File: src/common/ldc_pkg.sv
// Function
// - each channel's sink current scales with its 6-bit trim; code 63 is full.
// - bank_select high makes the shifter a 96-bit trim register with 96-bit latch.
// - trim bits on serial_in are captured on each rising shift clock, MSB first.
// - latch_strobe rising with bank_select high copies the shifter into the trim latch.
// - trim latching needs no inhibit; new trim acts at once on lit outputs.
// - a 12-bit counter advances on each rising pwm_ref_clock edge.
// - output_inhibit clears and holds the counter at zero; counting resumes after it falls.
// - nonzero-level channels turn on at the first pwm_ref_clock rise after inhibit falls.
// - channel stays on while counter <= level, turns off once counter exceeds it.
// - at fff the counter stops; from the next edge outputs stay off until inhibit is pulsed.
// - raising inhibit before the terminal count resets the counter at once.
// - all sixteen outputs are off while output_inhibit is high.
// - on-time equals level times one pwm_ref_clock period, level 0 to 4095.
// - latching levels mid-cycle updates the level latch at once.
// - bank_select low makes the shifter a 192-bit level register with 192-bit latch.
// - level bits on serial_in are captured on each rising shift clock, MSB first.
// - latch_strobe rising with bank_select low copies the shifter into the level latch.
// - the shifter's outgoing bit appears on serial_out for daisy chaining.
package ldc_pkg;

  // ==========================================================
  // geometry
  localparam int CHANNELS = 16;
  localparam int TRIM_W = 6;
  localparam int LEVEL_W = 12;
  localparam int TRIM_BITS = 96;
  localparam int LEVEL_BITS = 192;
  localparam logic [11:0] CNT_TERMINAL = 12'hfff;

  // ==========================================================
  // synchroniser lanes for the pin inputs
  localparam int PIN_COUNT = 6;
  localparam int PIN_SHIFT_CLK = 0;
  localparam int PIN_SERIAL_IN = 1;
  localparam int PIN_LATCH = 2;
  localparam int PIN_BANK = 3;
  localparam int PIN_PWM_CLK = 4;
  localparam int PIN_INHIBIT = 5;
  localparam logic [5:0] PIN_RESET = 6'h00;

  // ==========================================================
  // register map (byte addresses)
  localparam logic [11:0] OFS_CTRL = 12'h000;
  localparam logic [11:0] OFS_STATUS = 12'h004;
  localparam logic [11:0] OFS_CHAN_SEL = 12'h008;
  localparam logic [11:0] OFS_CHAN_DATA = 12'h00c;

  // field positions
  localparam int CTRL_SOFT_INHIBIT_BIT = 0;
  localparam int STATUS_DONE_BIT = 12;
  localparam int STATUS_INHIBIT_BIT = 13;
  localparam int STATUS_BANK_BIT = 14;
  localparam int STATUS_RUN_BIT = 15;
  localparam int CHAN_DATA_TRIM_LSB = 12;

  // reset values
  localparam logic CTRL_SOFT_INHIBIT_RESET = 1'b1;
  localparam logic [3:0] CHAN_SEL_RESET = 4'h0;

  // ==========================================================
  // pwm cycle phases
  typedef enum logic [2:0] {
    PH_HELD = 3'b001,
    PH_RUN = 3'b010,
    PH_DONE = 3'b100
  } ldc_phase_type;

endpackage

File: src/hdl/ldc_core.sv
`timescale 1ns/1ps
`default_nettype none
module ldc_core import ldc_pkg::*; (
  input wire logic pclk,
  input wire logic presetn,
  input wire logic psel,
  input wire logic penable,
  input wire logic pwrite,
  input wire logic [11:0] paddr,
  input wire logic [31:0] pwdata,
  output logic [31:0] prdata,
  output logic pready,
  output logic pslverr,
  input wire logic shift_clock,
  input wire logic serial_in,
  input wire logic latch_strobe,
  input wire logic bank_select,
  input wire logic pwm_ref_clock,
  input wire logic output_inhibit,
  output logic serial_out,
  output logic [CHANNELS-1:0] sink_output,
  output logic [TRIM_BITS-1:0] sink_current_code
);

  // ==========================================================
  // pin synchronisation and edge detection
  logic [PIN_COUNT-1:0] pin_sync;
  logic [PIN_COUNT-1:0] pin_prev_reg;
  logic sck_rise;
  logic strobe_rise;
  logic pwm_rise;
  logic bank_s;
  logic sin_s;
  logic inhibit_eff;

  ldc_sync #(.WIDTH(PIN_COUNT)) u_pin_sync (
    .pclk(pclk),
    .presetn(presetn),
    .async_in({output_inhibit, pwm_ref_clock, bank_select, latch_strobe, serial_in, shift_clock}),
    .sync_out(pin_sync)
  );

  // previous synced value, for edge finding only
  always_ff @(posedge pclk or negedge presetn) begin
    if (!presetn) begin
      pin_prev_reg <= PIN_RESET;
    end else begin
      pin_prev_reg <= pin_sync;
    end
  end

  // serial_in passes the same two stages as the shift clock, so skew is preserved
  assign sck_rise = pin_sync[PIN_SHIFT_CLK] & ~pin_prev_reg[PIN_SHIFT_CLK];
  assign strobe_rise = pin_sync[PIN_LATCH] & ~pin_prev_reg[PIN_LATCH];
  assign pwm_rise = pin_sync[PIN_PWM_CLK] & ~pin_prev_reg[PIN_PWM_CLK];
  assign bank_s = pin_sync[PIN_BANK];
  assign sin_s = pin_sync[PIN_SERIAL_IN];

  // ==========================================================
  // serial shifter and latches
  logic [LEVEL_BITS-1:0] shift_reg;
  logic [LEVEL_BITS-1:0] level_reg;
  logic [TRIM_BITS-1:0] trim_reg;
  logic soft_inhibit_reg;
  logic [3:0] chan_sel_reg;

  // one shifter serves both banks; the trim bank only uses its low 96 bits
  always_ff @(posedge pclk or negedge presetn) begin
    if (!presetn) begin
      shift_reg <= '0;
    end else if (sck_rise) begin
      shift_reg <= {shift_reg[LEVEL_BITS-2:0], sin_s};
    end
  end

  // the outgoing bit is the top of whichever bank is selected
  always_ff @(posedge pclk or negedge presetn) begin
    if (!presetn) begin
      serial_out <= 1'b0;
    end else begin
      serial_out <= bank_s ? shift_reg[TRIM_BITS-1] : shift_reg[LEVEL_BITS-1];
    end
  end

  // trim latch: no inhibit needed, takes effect on the next drive update
  always_ff @(posedge pclk or negedge presetn) begin
    if (!presetn) begin
      trim_reg <= '0;
    end else if (strobe_rise && bank_s) begin
      trim_reg <= shift_reg[TRIM_BITS-1:0];
    end
  end

  // level latch is loaded whole in one pclk edge, so compares never see a torn value
  always_ff @(posedge pclk or negedge presetn) begin
    if (!presetn) begin
      level_reg <= '0;
    end else if (strobe_rise && !bank_s) begin
      level_reg <= shift_reg;
    end
  end

  // ==========================================================
  // pwm counter and phase
  ldc_phase_type phase_reg;
  logic [LEVEL_W-1:0] cnt_reg;

  // software inhibit adds to the pin, it never overrides a pin inhibit
  assign inhibit_eff = pin_sync[PIN_INHIBIT] | soft_inhibit_reg;

  always_ff @(posedge pclk or negedge presetn) begin
    if (!presetn) begin
      phase_reg <= PH_HELD;
      cnt_reg <= '0;
    end else if (inhibit_eff) begin
      phase_reg <= PH_HELD;
      cnt_reg <= '0;
    end else if (pwm_rise) begin
      case (phase_reg)
        PH_HELD: begin
          phase_reg <= PH_RUN;
          cnt_reg <= 12'h001;
        end
        PH_RUN: begin
          if (cnt_reg == CNT_TERMINAL) begin
            phase_reg <= PH_DONE;
          end else begin
            cnt_reg <= cnt_reg + 12'h001;
          end
        end
        PH_DONE: begin
          cnt_reg <= cnt_reg;
        end
        default: begin
          phase_reg <= PH_HELD;
          cnt_reg <= '0;
        end
      endcase
    end
  end

  // ==========================================================
  // per-channel compare and current drive
  logic [CHANNELS-1:0] chan_on;
  logic [CHANNELS-1:0] lvl_nz;

  genvar ch;
  generate
    for (ch = 0; ch < CHANNELS; ch++) begin : g_chan
      // counter starts at 1 in run, so on-time is level periods exactly
      assign chan_on[ch] = !inhibit_eff && (phase_reg == PH_RUN) &&
        (cnt_reg <= level_reg[ch*LEVEL_W +: LEVEL_W]);

      // nonzero-level mask, only read by the first-edge check
      assign lvl_nz[ch] = |level_reg[ch*LEVEL_W +: LEVEL_W];

      // current code is zero when off, the trim code (63 = full) when on
      always_ff @(posedge pclk or negedge presetn) begin
        if (!presetn) begin
          sink_output[ch] <= 1'b0;
          sink_current_code[ch*TRIM_W +: TRIM_W] <= '0;
        end else begin
          sink_output[ch] <= chan_on[ch];
          sink_current_code[ch*TRIM_W +: TRIM_W] <= chan_on[ch] ? trim_reg[ch*TRIM_W +: TRIM_W] : '0;
        end
      end
    end
  endgenerate

  // ==========================================================
  // apb slave: zero wait states, read data staged in the setup cycle
  logic apb_setup;
  logic apb_write;
  logic [31:0] rdata_next;
  logic err_next;

  assign apb_setup = psel & ~penable;
  assign apb_write = psel & penable & pready & pwrite;

  // read mux; unmapped addresses answer zero with pslverr
  always_comb begin
    rdata_next = 32'h0000_0000;
    err_next = 1'b0;
    if (paddr == OFS_CTRL) begin
      rdata_next[CTRL_SOFT_INHIBIT_BIT] = soft_inhibit_reg;
    end else if (paddr == OFS_STATUS) begin
      rdata_next[LEVEL_W-1:0] = cnt_reg;
      rdata_next[STATUS_DONE_BIT] = (phase_reg == PH_DONE);
      rdata_next[STATUS_INHIBIT_BIT] = inhibit_eff;
      rdata_next[STATUS_BANK_BIT] = bank_s;
      rdata_next[STATUS_RUN_BIT] = (phase_reg == PH_RUN);
    end else if (paddr == OFS_CHAN_SEL) begin
      rdata_next[3:0] = chan_sel_reg;
    end else if (paddr == OFS_CHAN_DATA) begin
      rdata_next[LEVEL_W-1:0] = level_reg[int'(chan_sel_reg)*LEVEL_W +: LEVEL_W];
      rdata_next[CHAN_DATA_TRIM_LSB +: TRIM_W] = trim_reg[int'(chan_sel_reg)*TRIM_W +: TRIM_W];
    end else begin
      err_next = 1'b1;
    end
  end

  // answer flops; pready rises only in the access cycle
  always_ff @(posedge pclk or negedge presetn) begin
    if (!presetn) begin
      pready <= 1'b0;
      prdata <= 32'h0000_0000;
      pslverr <= 1'b0;
    end else begin
      pready <= apb_setup;
      if (apb_setup) begin
        prdata <= pwrite ? 32'h0000_0000 : rdata_next;
        pslverr <= err_next;
      end
    end
  end

  // writable registers; read-only offsets ignore writes
  always_ff @(posedge pclk or negedge presetn) begin
    if (!presetn) begin
      soft_inhibit_reg <= CTRL_SOFT_INHIBIT_RESET;
      chan_sel_reg <= CHAN_SEL_RESET;
    end else if (apb_write) begin
      if (paddr == OFS_CTRL) begin
        soft_inhibit_reg <= pwdata[CTRL_SOFT_INHIBIT_BIT];
      end else if (paddr == OFS_CHAN_SEL) begin
        chan_sel_reg <= pwdata[3:0];
      end
    end
  end
endmodule // ldc_core
`default_nettype wire

File: src/hdl/ldc_sync.sv
`timescale 1ns/1ps
`default_nettype none
// two-flop synchroniser; the first stage feeds only the second
module ldc_sync import ldc_pkg::*; #(
  parameter int WIDTH = 1
) (
  input wire logic pclk,
  input wire logic presetn,
  input wire logic [WIDTH-1:0] async_in,
  output logic [WIDTH-1:0] sync_out
);

  logic [WIDTH-1:0] meta_reg;

  // ==========================================================
  // metastability filter
  always_ff @(posedge pclk or negedge presetn) begin
    if (!presetn) begin
      meta_reg <= '0;
      sync_out <= '0;
    end else begin
      meta_reg <= async_in;
      sync_out <= meta_reg;
    end
  end

endmodule // ldc_sync
`default_nettype wire

File: config.mk
export PLATFORM = sky130hd
export DESIGN_NAME = ldc_core
export DESIGN_NICKNAME = d
export VERILOG_FILES = /design/src/common/ldc_pkg.sv /design/src/hdl/ldc_core.sv /design/src/hdl/ldc_sync.sv
export SDC_FILE = /design/constraint.sdc
export NUM_CORES = 1
export LEC_CHECK = 0
export BUFFER_PORTS_ARGS = -buffer_cell sky130_fd_sc_hd__buf_2
export CORE_MARGIN = 1
export CORE_UTILIZATION = 55
export CTS_CLUSTER_SIZE = 40
export DETAILED_ROUTE_END_ITERATION = 7
export PLACE_DENSITY = 0.84
export SLEW_MARGIN = 20
export SYNTH_ARGS = -nofsm -noshare
export SYNTH_HDL_FRONTEND = slang
export SYNTH_SLANG_ARGS = --single-unit
export TNS_END_PERCENT = 30
File: constraint.sdc
create_clock -name pclk -period 2.15 [get_ports pclk]
set_input_delay 0 -clock pclk [delete_from_list [all_inputs] [get_ports pclk]]
set_output_delay 0 -clock pclk [all_outputs]
set_load 0.02 [all_outputs]
=== Word-level counts from Yosys, hierarchy flattened ===
Index checks and enable logic that the tools add are counted.

* $add $sub $neg: 1
* $mul: 2
* Magnitude comparators: 16
* Equal/unequal tests: 10
* Shifts and indexed selects: 2
* Multiplexer cells: 37
* Bitwise gates (word level): 13
* Reductions and logical operators: 27

{| class="wikitable"
|+ Operators with widths
! cell !! number
|-
| $le 12x12->1 || 16
|-
| $shiftx 192x9->12 || 1
|-
| $mux 6 || 16
|-
| $shiftx 96x8->6 || 1
|-
| $mux 12 || 3
|-
| $mux 18 || 2
|-
| $pmux 12 s3 || 1
|-
| $eq 12x4->1 const B || 2
|-
| $logic_and 1x1->1 || 19
|-
| $mux 17 || 1
|-
| $mux 16 || 1
|-
| $mux 14 || 1
|-
| $add 12x1->12 const B || 1
|-
| $eq 12x12->1 const B || 1
|-
| $eq 12x3->1 const B || 1
|-
| $logic_not 12->1 || 1
|-
| $mul 4x2->6 const B || 2
|-
| $mux 3 || 3
|-
| $pmux 3 s3 || 1
|-
| $reduce_and 3->1 || 3
|-
| $and 1x1->1 || 7
|-
| $mux 1 || 6
|-
| $ne 3x3->1 const B || 2
|-
| $not 1->1 || 5
|-
| other kinds (10) || 11
|}

* Bits in registers: 664
* Output and inout port bits: 147

=== Logic depth before layout (Yosys ltp) ===
Gate-level depths: netlist of the first run.

* Depth after elaboration: 7
* Depth in mapped cells: 8
* Depth with buffers taken out: 7

=== By module ===
From an unflattened synthesis of the first run, not the netlist that was laid out.

* Cells, all modules: 2505
* Area, all modules: 30501.8 um2

{| class="wikitable"
|+ Modules (own cells, without submodules)
! module !! times used !! cells each !! area an instance (um2)
|-
| ldc_core || 1 || 2493 || 30201.5
|-
| ldc_sync || 1 || 12 || 300.3
|}

=== Least setup slack after synthesis of the first run ===
Ideal clock, no wire load.

* Path kind: register -> register
* Start point: register cnt_reg[1]
* End point: register cnt_reg[11]
* Library setup time: 135 ps
* Data arrival time: 2124 ps
* Path slack: -109 ps
* Stages on the path, launching flop included: 7
* Buffers on the path: 0
* Clock period less this slack: 2259 ps
* Cell sequence: dfrtp_1 > ha_1 > nand3_1 > nor4_1 > a211o_2 > or3_1 > a21oi_1

* Cells in the longest elaborated chain, start to end: 5
* Elaborated cells between the ends (all ways): 8
* Those cells by class: add/sub (1); eq/ne (2); mux (4); reduce/logical (1)

{| class="wikitable"
|+ Ends and longest elaborated chain
! what !! RTL line !! source
|-
| from (decl) || ldc_core.sv:106 || <nowiki>logic [LEVEL_W-1:0] cnt_reg;</nowiki>
|-
| from (signal assigned) || ldc_core.sv:128 || <nowiki>cnt_reg <= cnt_reg + 12'h001;</nowiki>
|-
| from (signal assigned) || ldc_core.sv:132 || <nowiki>cnt_reg <= cnt_reg;</nowiki>
|-
| $add 12x1->12 || ldc_core.sv:128 ||
|-
| $mux 12 || ldc_core.sv:125 || <nowiki>if (cnt_reg == CNT_TERMINAL) begin</nowiki>
|-
| $pmux 12 s3 || ldc_core.sv:119 || <nowiki>case (phase_reg)</nowiki>
|-
| $mux 12 || ldc_core.sv:118 || <nowiki>end else if (pwm_rise) begin</nowiki>
|-
| $mux 12 || ldc_core.sv:115 || <nowiki>end else if (inhibit_eff) begin</nowiki>
|}

Several ways; a longest one is shown, not always the timed one. The select of a mux whose other input is x is not followed.
A chain may end at the register's enable or synchronous reset.

=== Final worst setup path of the first run ===
* Start point: register cnt_reg[11]
* End point: register sink_current_code[12]

* Cells in the longest elaborated chain, start to end: 3

{| class="wikitable"
|+ Ends and longest elaborated chain
! what !! RTL line !! source
|-
| $le 12x12->1 || ldc_core.sv:152 || <nowiki>(cnt_reg <= level_reg[ch*LEVEL_W +: LEVEL_W]);</nowiki>
|-
| $logic_and 1x1->1 || ldc_core.sv:151 || <nowiki>assign chan_on[ch] = !inhibit_eff && (phase_reg == PH_RUN) &&</nowiki>
|-
| $mux 6 || ldc_core.sv:164 || <nowiki>sink_current_code[ch*TRIM_W +: TRIM_W] <= chan_on[ch] ? trim_reg[ch*TRIM_W +: TRIM_W] : '0;</nowiki>
|-
| to (signal, indexed assignment) || ldc_core.sv:164 ||
|-
| to (decl) || ldc_core.sv:22 || <nowiki>output logic [TRIM_BITS-1:0] sink_current_code</nowiki>
|}

No other way between the ends.

==> results of run 1 <==
## cells by family (layout without fill, tap and decap cells)
logic type,after synthesis,after routing,share of synthesized area
XOR/XNOR,1,1,0.000289
multiplexers,401,401,0.175
AND/OR/NAND/NOR,507,507,0.0785
flip-flops,648,648,0.535
buffers and inverters,311,633,0.0415
adder cells (fa/ha/maj),193,193,0.0797
AO/OA/AOI/OAI,470,470,0.0897
other,1,14,0.000124
## cell usage in the layout (no fill, tap or decap), drive strengths merged, types with 9 or more instances in the layout
cell type / n
mux2i: 15
nand4: 51
dfrtp: 646
mux4: 72
ha: 193
dlygate4sd3: 24
nand2: 286
mux2: 314
clkbuf: 105
nor3: 9
a21oi: 104
nor2b: 24
nor4: 15
nor2: 37
and2: 49
buf: 293
clkinv: 14
o22ai: 9
conb: 14
o21a: 14
inv: 192
a21boi: 31
o21ai: 244
o211ai: 17
a22oi: 22
## per-layer routing
layer	routed length (um)	vias to the layer above
li1	-	9489
met1	35000	11100
met2	43800	935
met3	6750	254
met4	4860	0
met5	0	-
## area by class of cell
| type | instances | area, um^2 | area share |
|---|---|---|---|
| flip-flops and latches | 648 | 16200 | 0.445 |
| multi-input cells | 1586 | 13500 | 0.372 |
| repair buffers | 321 | 2790 | 0.0765 |
| clock buffers | 103 | 2120 | 0.0582 |
| well taps | 696 | 871 | 0.0239 |
| inverters | 189 | 709 | 0.0195 |
| clock inverters | 20 | 174 | 0.00478 |
## where the power goes
| group | leakage, nW | internal [mW] | switching, mW | total, mW |
|---|---|---|---|---|
| Sequential | 8.93 | 12.6 | 0.473 | 13.1 |
| Clock | 1.13 | 6.98 | 5.00 | 12.0 |
| Combinational | 7.41 | 0.865 | 1.20 | 2.06 |
| Total | 17.5 | 20.4 | 6.67 | 27.1 |
## worst paths after layout
kind,end,from,cells after the start,slack [ns]
setup / recovery,sink_current_code[12]$_DFF_PN0_,cnt_reg[11]$_DFFE_PN0P_,9,-0.008
hold / removal,prdata[3]$_DFFE_PN0P_,paddr[7],6,0.02
setup reg to reg,sink_current_code[12]$_DFF_PN0_,cnt_reg[11]$_DFFE_PN0P_,9,-0.008
hold reg to reg,u_pin_sync.sync_out[1]$_DFF_PN0_,u_pin_sync.meta_reg[1]$_DFF_PN0_,0,0.34
max in group asynchronous,phase_reg[0]$_DFFE_PN1P_,presetn,4,1.54
min in group asynchronous,level_reg[53]$_DFFE_PN0P_,presetn,3,0.14
## metrics by stage
| stage | worst slack [ns] | power [mW] | std cells | utilization | TNS, ns |
|---|---|---|---|---|---|
| final | -0.00808 | 27.1 | 3563 | 0.673 | -0.00808 |
| after global routing | -0.0488 | 27.9 | 3563 | 0.673 | -0.487 |
| after CTS | -0.0272 | 27.1 | 3558 | 0.663 | -0.243 |
| after detailed placement | -0.121 | 15.2 | 3407 | 0.611 | -2.59 |
| after global placement | -0.0931 | 15.1 | 3407 | 0.611 | -0.579 |
| after floorplan | 0.0488 | 14.1 | 2545 | - | 0 |
## critical path, cell delays in order, from the launching register on
cell and delay, ns:
dfrtp_1 0.42, buf_12 0.18, buf_4 0.15, ha_1 0.34, nand2_1 0.11, o21ai_4 0.19, nor2b_1 0.07, o21ai_1 0.24
buf_4 0.21, a21boi_0 0.09
## what timing repair did
action	in CTS	in global routing
buffers inserted	1	3
resized for setup	52	106
hold buffers	26	0
hold endpoints to repair	654	0
gates cloned	1	2
setup endpoints to repair	69	98
pin swaps	7	33
==> impl_metrics.csv, run 1 <==
group,metric,value,unit
route,viasPerCell,6.12,
outcome,outcome,"complete, but fails checks",
synth,postSynthCellCount,2532,
synth,synth.area.top_cells,"dfrtp_1 53%, mux2_2 12%, ha_1 8.0%",
synth,yosys.cell_count.top_type,"dfrtp_1",
floorplan,core,54100,um^2
finish,final_net_count,3065,
sta,rsz0062_at_grt,"true",
placement,finalWeightedCongestion,0.980,
floorplan,die_width,237,um
clock_tree,clkTransAtPathRegs,0.06,ns
synth,yosysTopAreaCellShare,0.533,
synth,ys_types,57,
synth,synth_warnings,0,
clock_tree,insertion_delay,0.63,ns
critical_path,crit_fanout,13,
clock_tree,cts_htree_levels,3,
clock_tree,cts_buffer_depth,3,
route,wl,90.4,mm
synth,synth-seq-area-share,0.535,
synth,synthFlopType,"dfrtp_1",
floorplan,io_pins,202,
critical_path,cp.required,2.63,ns
worst_hold_path,hold_class,"input pin to register",
power_and_ir_drop,ir_worst_vdd,0.642,mV
route,vias,21800,
global_routing,antenna_found_initial,5,
synth,ys_seq_elements,648,
outcome,violations,"negative setup slack",
finish,n_antenna_cell,0,
synth,synth-edff-count,0,
power_and_ir_drop,powerDensity,744,nW/um^2
power_and_ir_drop,leakage,17.5,nW
synth,synthesis.area,30300,um^2
clock_tree,cts_buffers,71,
sta,max_freq,463,MHz
global_routing,grt_max_degree,80,
critical_path,worst-setup-path-type,"register to register",
global_routing,grtUsageMet3,0.0632,
floorplan,rows,85,
sta,whs,0.0197,ns
clock_tree,cts_tree,"yes",
clock_tree,cts_root_buf,"clkbuf_16",
global_routing,met2_usage,0.538,
route,drtIter0Drc,2138,
sta,max_slew_margin,0.550,
finish,drive_gt1_frac,0.316,
global_routing,first_global_vias,22600,
sta,tightest_slew,0.675,ns
finish,fillers,3743,
global_routing,overflow,0,
global_routing,grt_busiest_layer,"met2",
synth,avgSynthCellArea,12.0,um^2
run,drv_cap,0,
critical_path,start_kind,"register",
route,wl_per_cell,25.4,um
placement,hpwl,64.2,mm
global_routing,gr-usage-met1,0.417,
sta,finalClockSkew,0.0279,ns
sta,setup_ws,-0.00808,ns
synth,synth_async_sr_flop_share,1.00,
critical_path,critical_path.endpoint_type,"register",
sta,finalCriticalPeriod,2.16,ns
placement,portBuffers,159,
route,first_pass_iters,7,
sta,finalCritPeriodShare,1.00,
finish,final_cell_area,36400,um^2
route,drcViolationCount,0,
floorplan,start_util,0.560,
synth,yosysTopAreaCell,"dfrtp_1",
sta,finalSetupViolations,1,
finish,syn_to_final_growth,20.2,%
global_routing,grt_pass1_wl,137,mm
sta,hold_viol_final,0,
sta,drv_slew,0,
floorplan,die_h,237,um
route,ant_nets,0,
clock_tree,cts.sinks,648,
placement,placed_area,33100,um^2
floorplan,die_area,56100,um^2
global_routing,grt_usage,0.327,
critical_path,arrival,2.64,ns
synth,synthTopCellsByCount,"646 x dfrtp_1, 314 x mux2_2, 285 x nand2_1, 244 x o21ai_0, 193 x ha_1",
No activity file was read; power rests on OpenSTA's default activity.
==> run 2: changes to the inputs <==
- HOLD_SLACK_MARGIN: unset -> 0.1
==> run 2 against run 1 <==
  * Sequential share of layout area is 0.32 points lower
  * Die area stayed put
  * Hold slack better by 0.093 ns
  * Global-route usage is 0.086 points higher
  * Count of clock-buffer cells in the layout stayed put
  * Clock power hardly changed
  * First-iteration DRC count is 5.7% lower
  * Worst setup slack worse by 0.00055 ns
  * Routed wire length is 0.71% higher
  * Largest cell class unchanged
  * Largest power group unchanged
  * The flow still finishes with violations (negative setup slack)
  * Fmax hardly changed
  * Utilization is 0.50 points higher
==> impl_metrics.csv, run 2 (synthesis gave the netlist of run 1 again) <==
group,metric,value,unit
sta,finalCritPeriodShare,1.00,
sta,max_slew_margin,0.557,
finish,n_antenna_cell,0,
route,drtIter0Drc,2016,
sta,hold_viol_final,0,
critical_path,arrival,2.71,ns
critical_path,crit_fanout,7,
clock_tree,cts_htree_levels,3,
floorplan,rows,85,
floorplan,die_area,56100,um^2
finish,seqCellArea,16200,um^2
sta,finalClockSkew,0.0261,ns
finish,layout.cells.non_filler,3582,
floorplan,die_width,237,um
clock_tree,cts_tree,"yes",
finish,mostFrequentLayoutCell,"dfrtp_1",
global_routing,grt_max_degree,80,
route,ant_nets,0,
clock_tree,clkTransAtPathRegs,0.06,ns
sta,max_freq,463,MHz
route,wl,91.0,mm
floorplan,die_h,237,um
finish,syn_to_final_growth,21.0,%
sta,drv_slew,0,
critical_path,start_kind,"register",
sta,rsz0062_at_grt,"true",
sta,finalSetupViolations,3,
outcome,outcome,"complete, but fails checks",
worst_hold_path,holdPathStages,5,
sta,finalCriticalPeriod,2.16,ns
route,viasPerCell,6.14,
placement,finalWeightedCongestion,0.980,
global_routing,grt_usage,0.328,
sta,tightest_slew,0.662,ns
global_routing,first_global_vias,22700,
finish,multi_input_area,13600,um^2
floorplan,start_util,0.560,
clock_tree,insertion_delay,0.62,ns
placement,hpwl,64.2,mm
clock_tree,cts.sinks,648,
finish,final_cell_mix,"641 x dfrtp_1, 312 x mux2_2, 285 x nand2_1, 220 x o21ai_0, 189 x inv_1",
run,drv_cap,0,
finish,drive_gt1_frac,0.321,
route,drcViolationCount,0,
clock_tree,cts_root_buf,"clkbuf_16",
outcome,violations,"negative setup slack",
power_and_ir_drop,powerDensity,739,nW/um^2
placement,place_inst,3407,
global_routing,grt_pass1_wl,137,mm
global_routing,antenna_found_initial,5,
route,first_pass_iters,6,
finish,final_net_count,3084,
sta,fin_tns_setup,-0.0244,ns
clock_tree,cts_buffer_depth,3,
floorplan,io_pins,202,
power_and_ir_drop,ir_worst_vdd,0.639,mV
power_and_ir_drop,leakage,17.6,nW
floorplan,core,54100,um^2
power_and_ir_drop,p_total,27.1,mW
placement,portBuffers,159,
finish,final_cell_area,36700,um^2
placement,placed_area,33100,um^2
finish,fillers,3715,
worst_hold_path,hold_class,"input pin to register",
global_routing,overflow,0,
route,vias,22000,
sta,setup_ws,-0.00864,ns
critical_path,reg2regPathDepth,8,
critical_path,cp.required,2.70,ns
critical_path,critical_path.endpoint_type,"register",
finish,fin_util,0.678,
clock_tree,cts_buffers,71,
route,wl_per_cell,25.4,um
critical_path,worst-setup-path-type,"register to register",
## run 2: cell type report
class,count,share of cell area
repair buffers,340,0.0813
clock buffers,103,0.0578
inverters,189,0.0193
multi-input cells,1586,0.371
flip-flops and latches,648,0.442
well taps,696,0.0237
clock inverters,20,0.00474
## run 2: what timing repair did
action / CTS / global route
hold buffers: 37 / 0
setup endpoints to repair: 69 / 99
resized for setup: 52 / 124
setup buffers: 1 / 10
cloned: 1 / 3
pin swaps: 7 / 42
hold endpoints to repair: 677 / 0
## run 2: through the flow
stage | hold WS [ns] | setup WS, ns
floorplan | -0.296 | 0.0488
global placement | -0.0158 | -0.0931
detailed placement | -0.0157 | -0.121
CTS | 0.113 | -0.0272
global route | 0.136 | -0.0491
finish | 0.112 | -0.00864
## run 2: routing by layer
| layer | vias up | routed length (um) | GRT usage |
|---|---|---|---|
| met5 | - | 0 | 0 |
| met4 | 0 | 5110 | 0.161 |
| met2 | 968 | 43900 | 0.539 |
| li1 | 9523 | - | - |
| met3 | 269 | 6750 | 0.0648 |
| met1 | 11200 | 35300 | 0.418 |
## run 2: power by group
| part | switching (mW) | total [mW] | leakage [nW] | internal (mW) |
|---|---|---|---|---|
| registers | 0.476 | 13.1 | 8.93 | 12.6 |
| logic | 1.20 | 2.07 | 7.52 | 0.869 |
| clock network | 4.98 | 12.0 | 1.13 | 6.98 |
| total | 6.66 | 27.1 | 17.6 | 20.4 |
## run 2: worst max-delay path, stage by stage (launching register included)
cell and delay (ns):
dfrtp_2 0.47, buf_12 0.18, ha_4 0.23, a21oi_4 0.14, o21ai_1 0.10, or4_4 0.54
o22ai_2 0.14, buf_6 0.16, and2_1 0.13
## run 2: worst paths after layout
check / start / to / slack (ns)
hold reg to reg: u_pin_sync.meta_reg[1]$_DFF_PN0_ / u_pin_sync.sync_out[1]$_DFF_PN0_ / 0.34
setup / recovery: cnt_reg[9]$_DFFE_PN0P_ / sink_current_code[41]$_DFF_PN0_ / -0.009
min in group asynchronous: presetn / level_reg[53]$_DFFE_PN0P_ / 0.14
hold / removal: paddr[11] / prdata[1]$_DFFE_PN0P_ / 0.11
setup reg to reg: cnt_reg[9]$_DFFE_PN0P_ / sink_current_code[41]$_DFF_PN0_ / -0.009
max in group asynchronous: presetn / soft_inhibit_reg$_DFFE_PN1P_ / 1.53
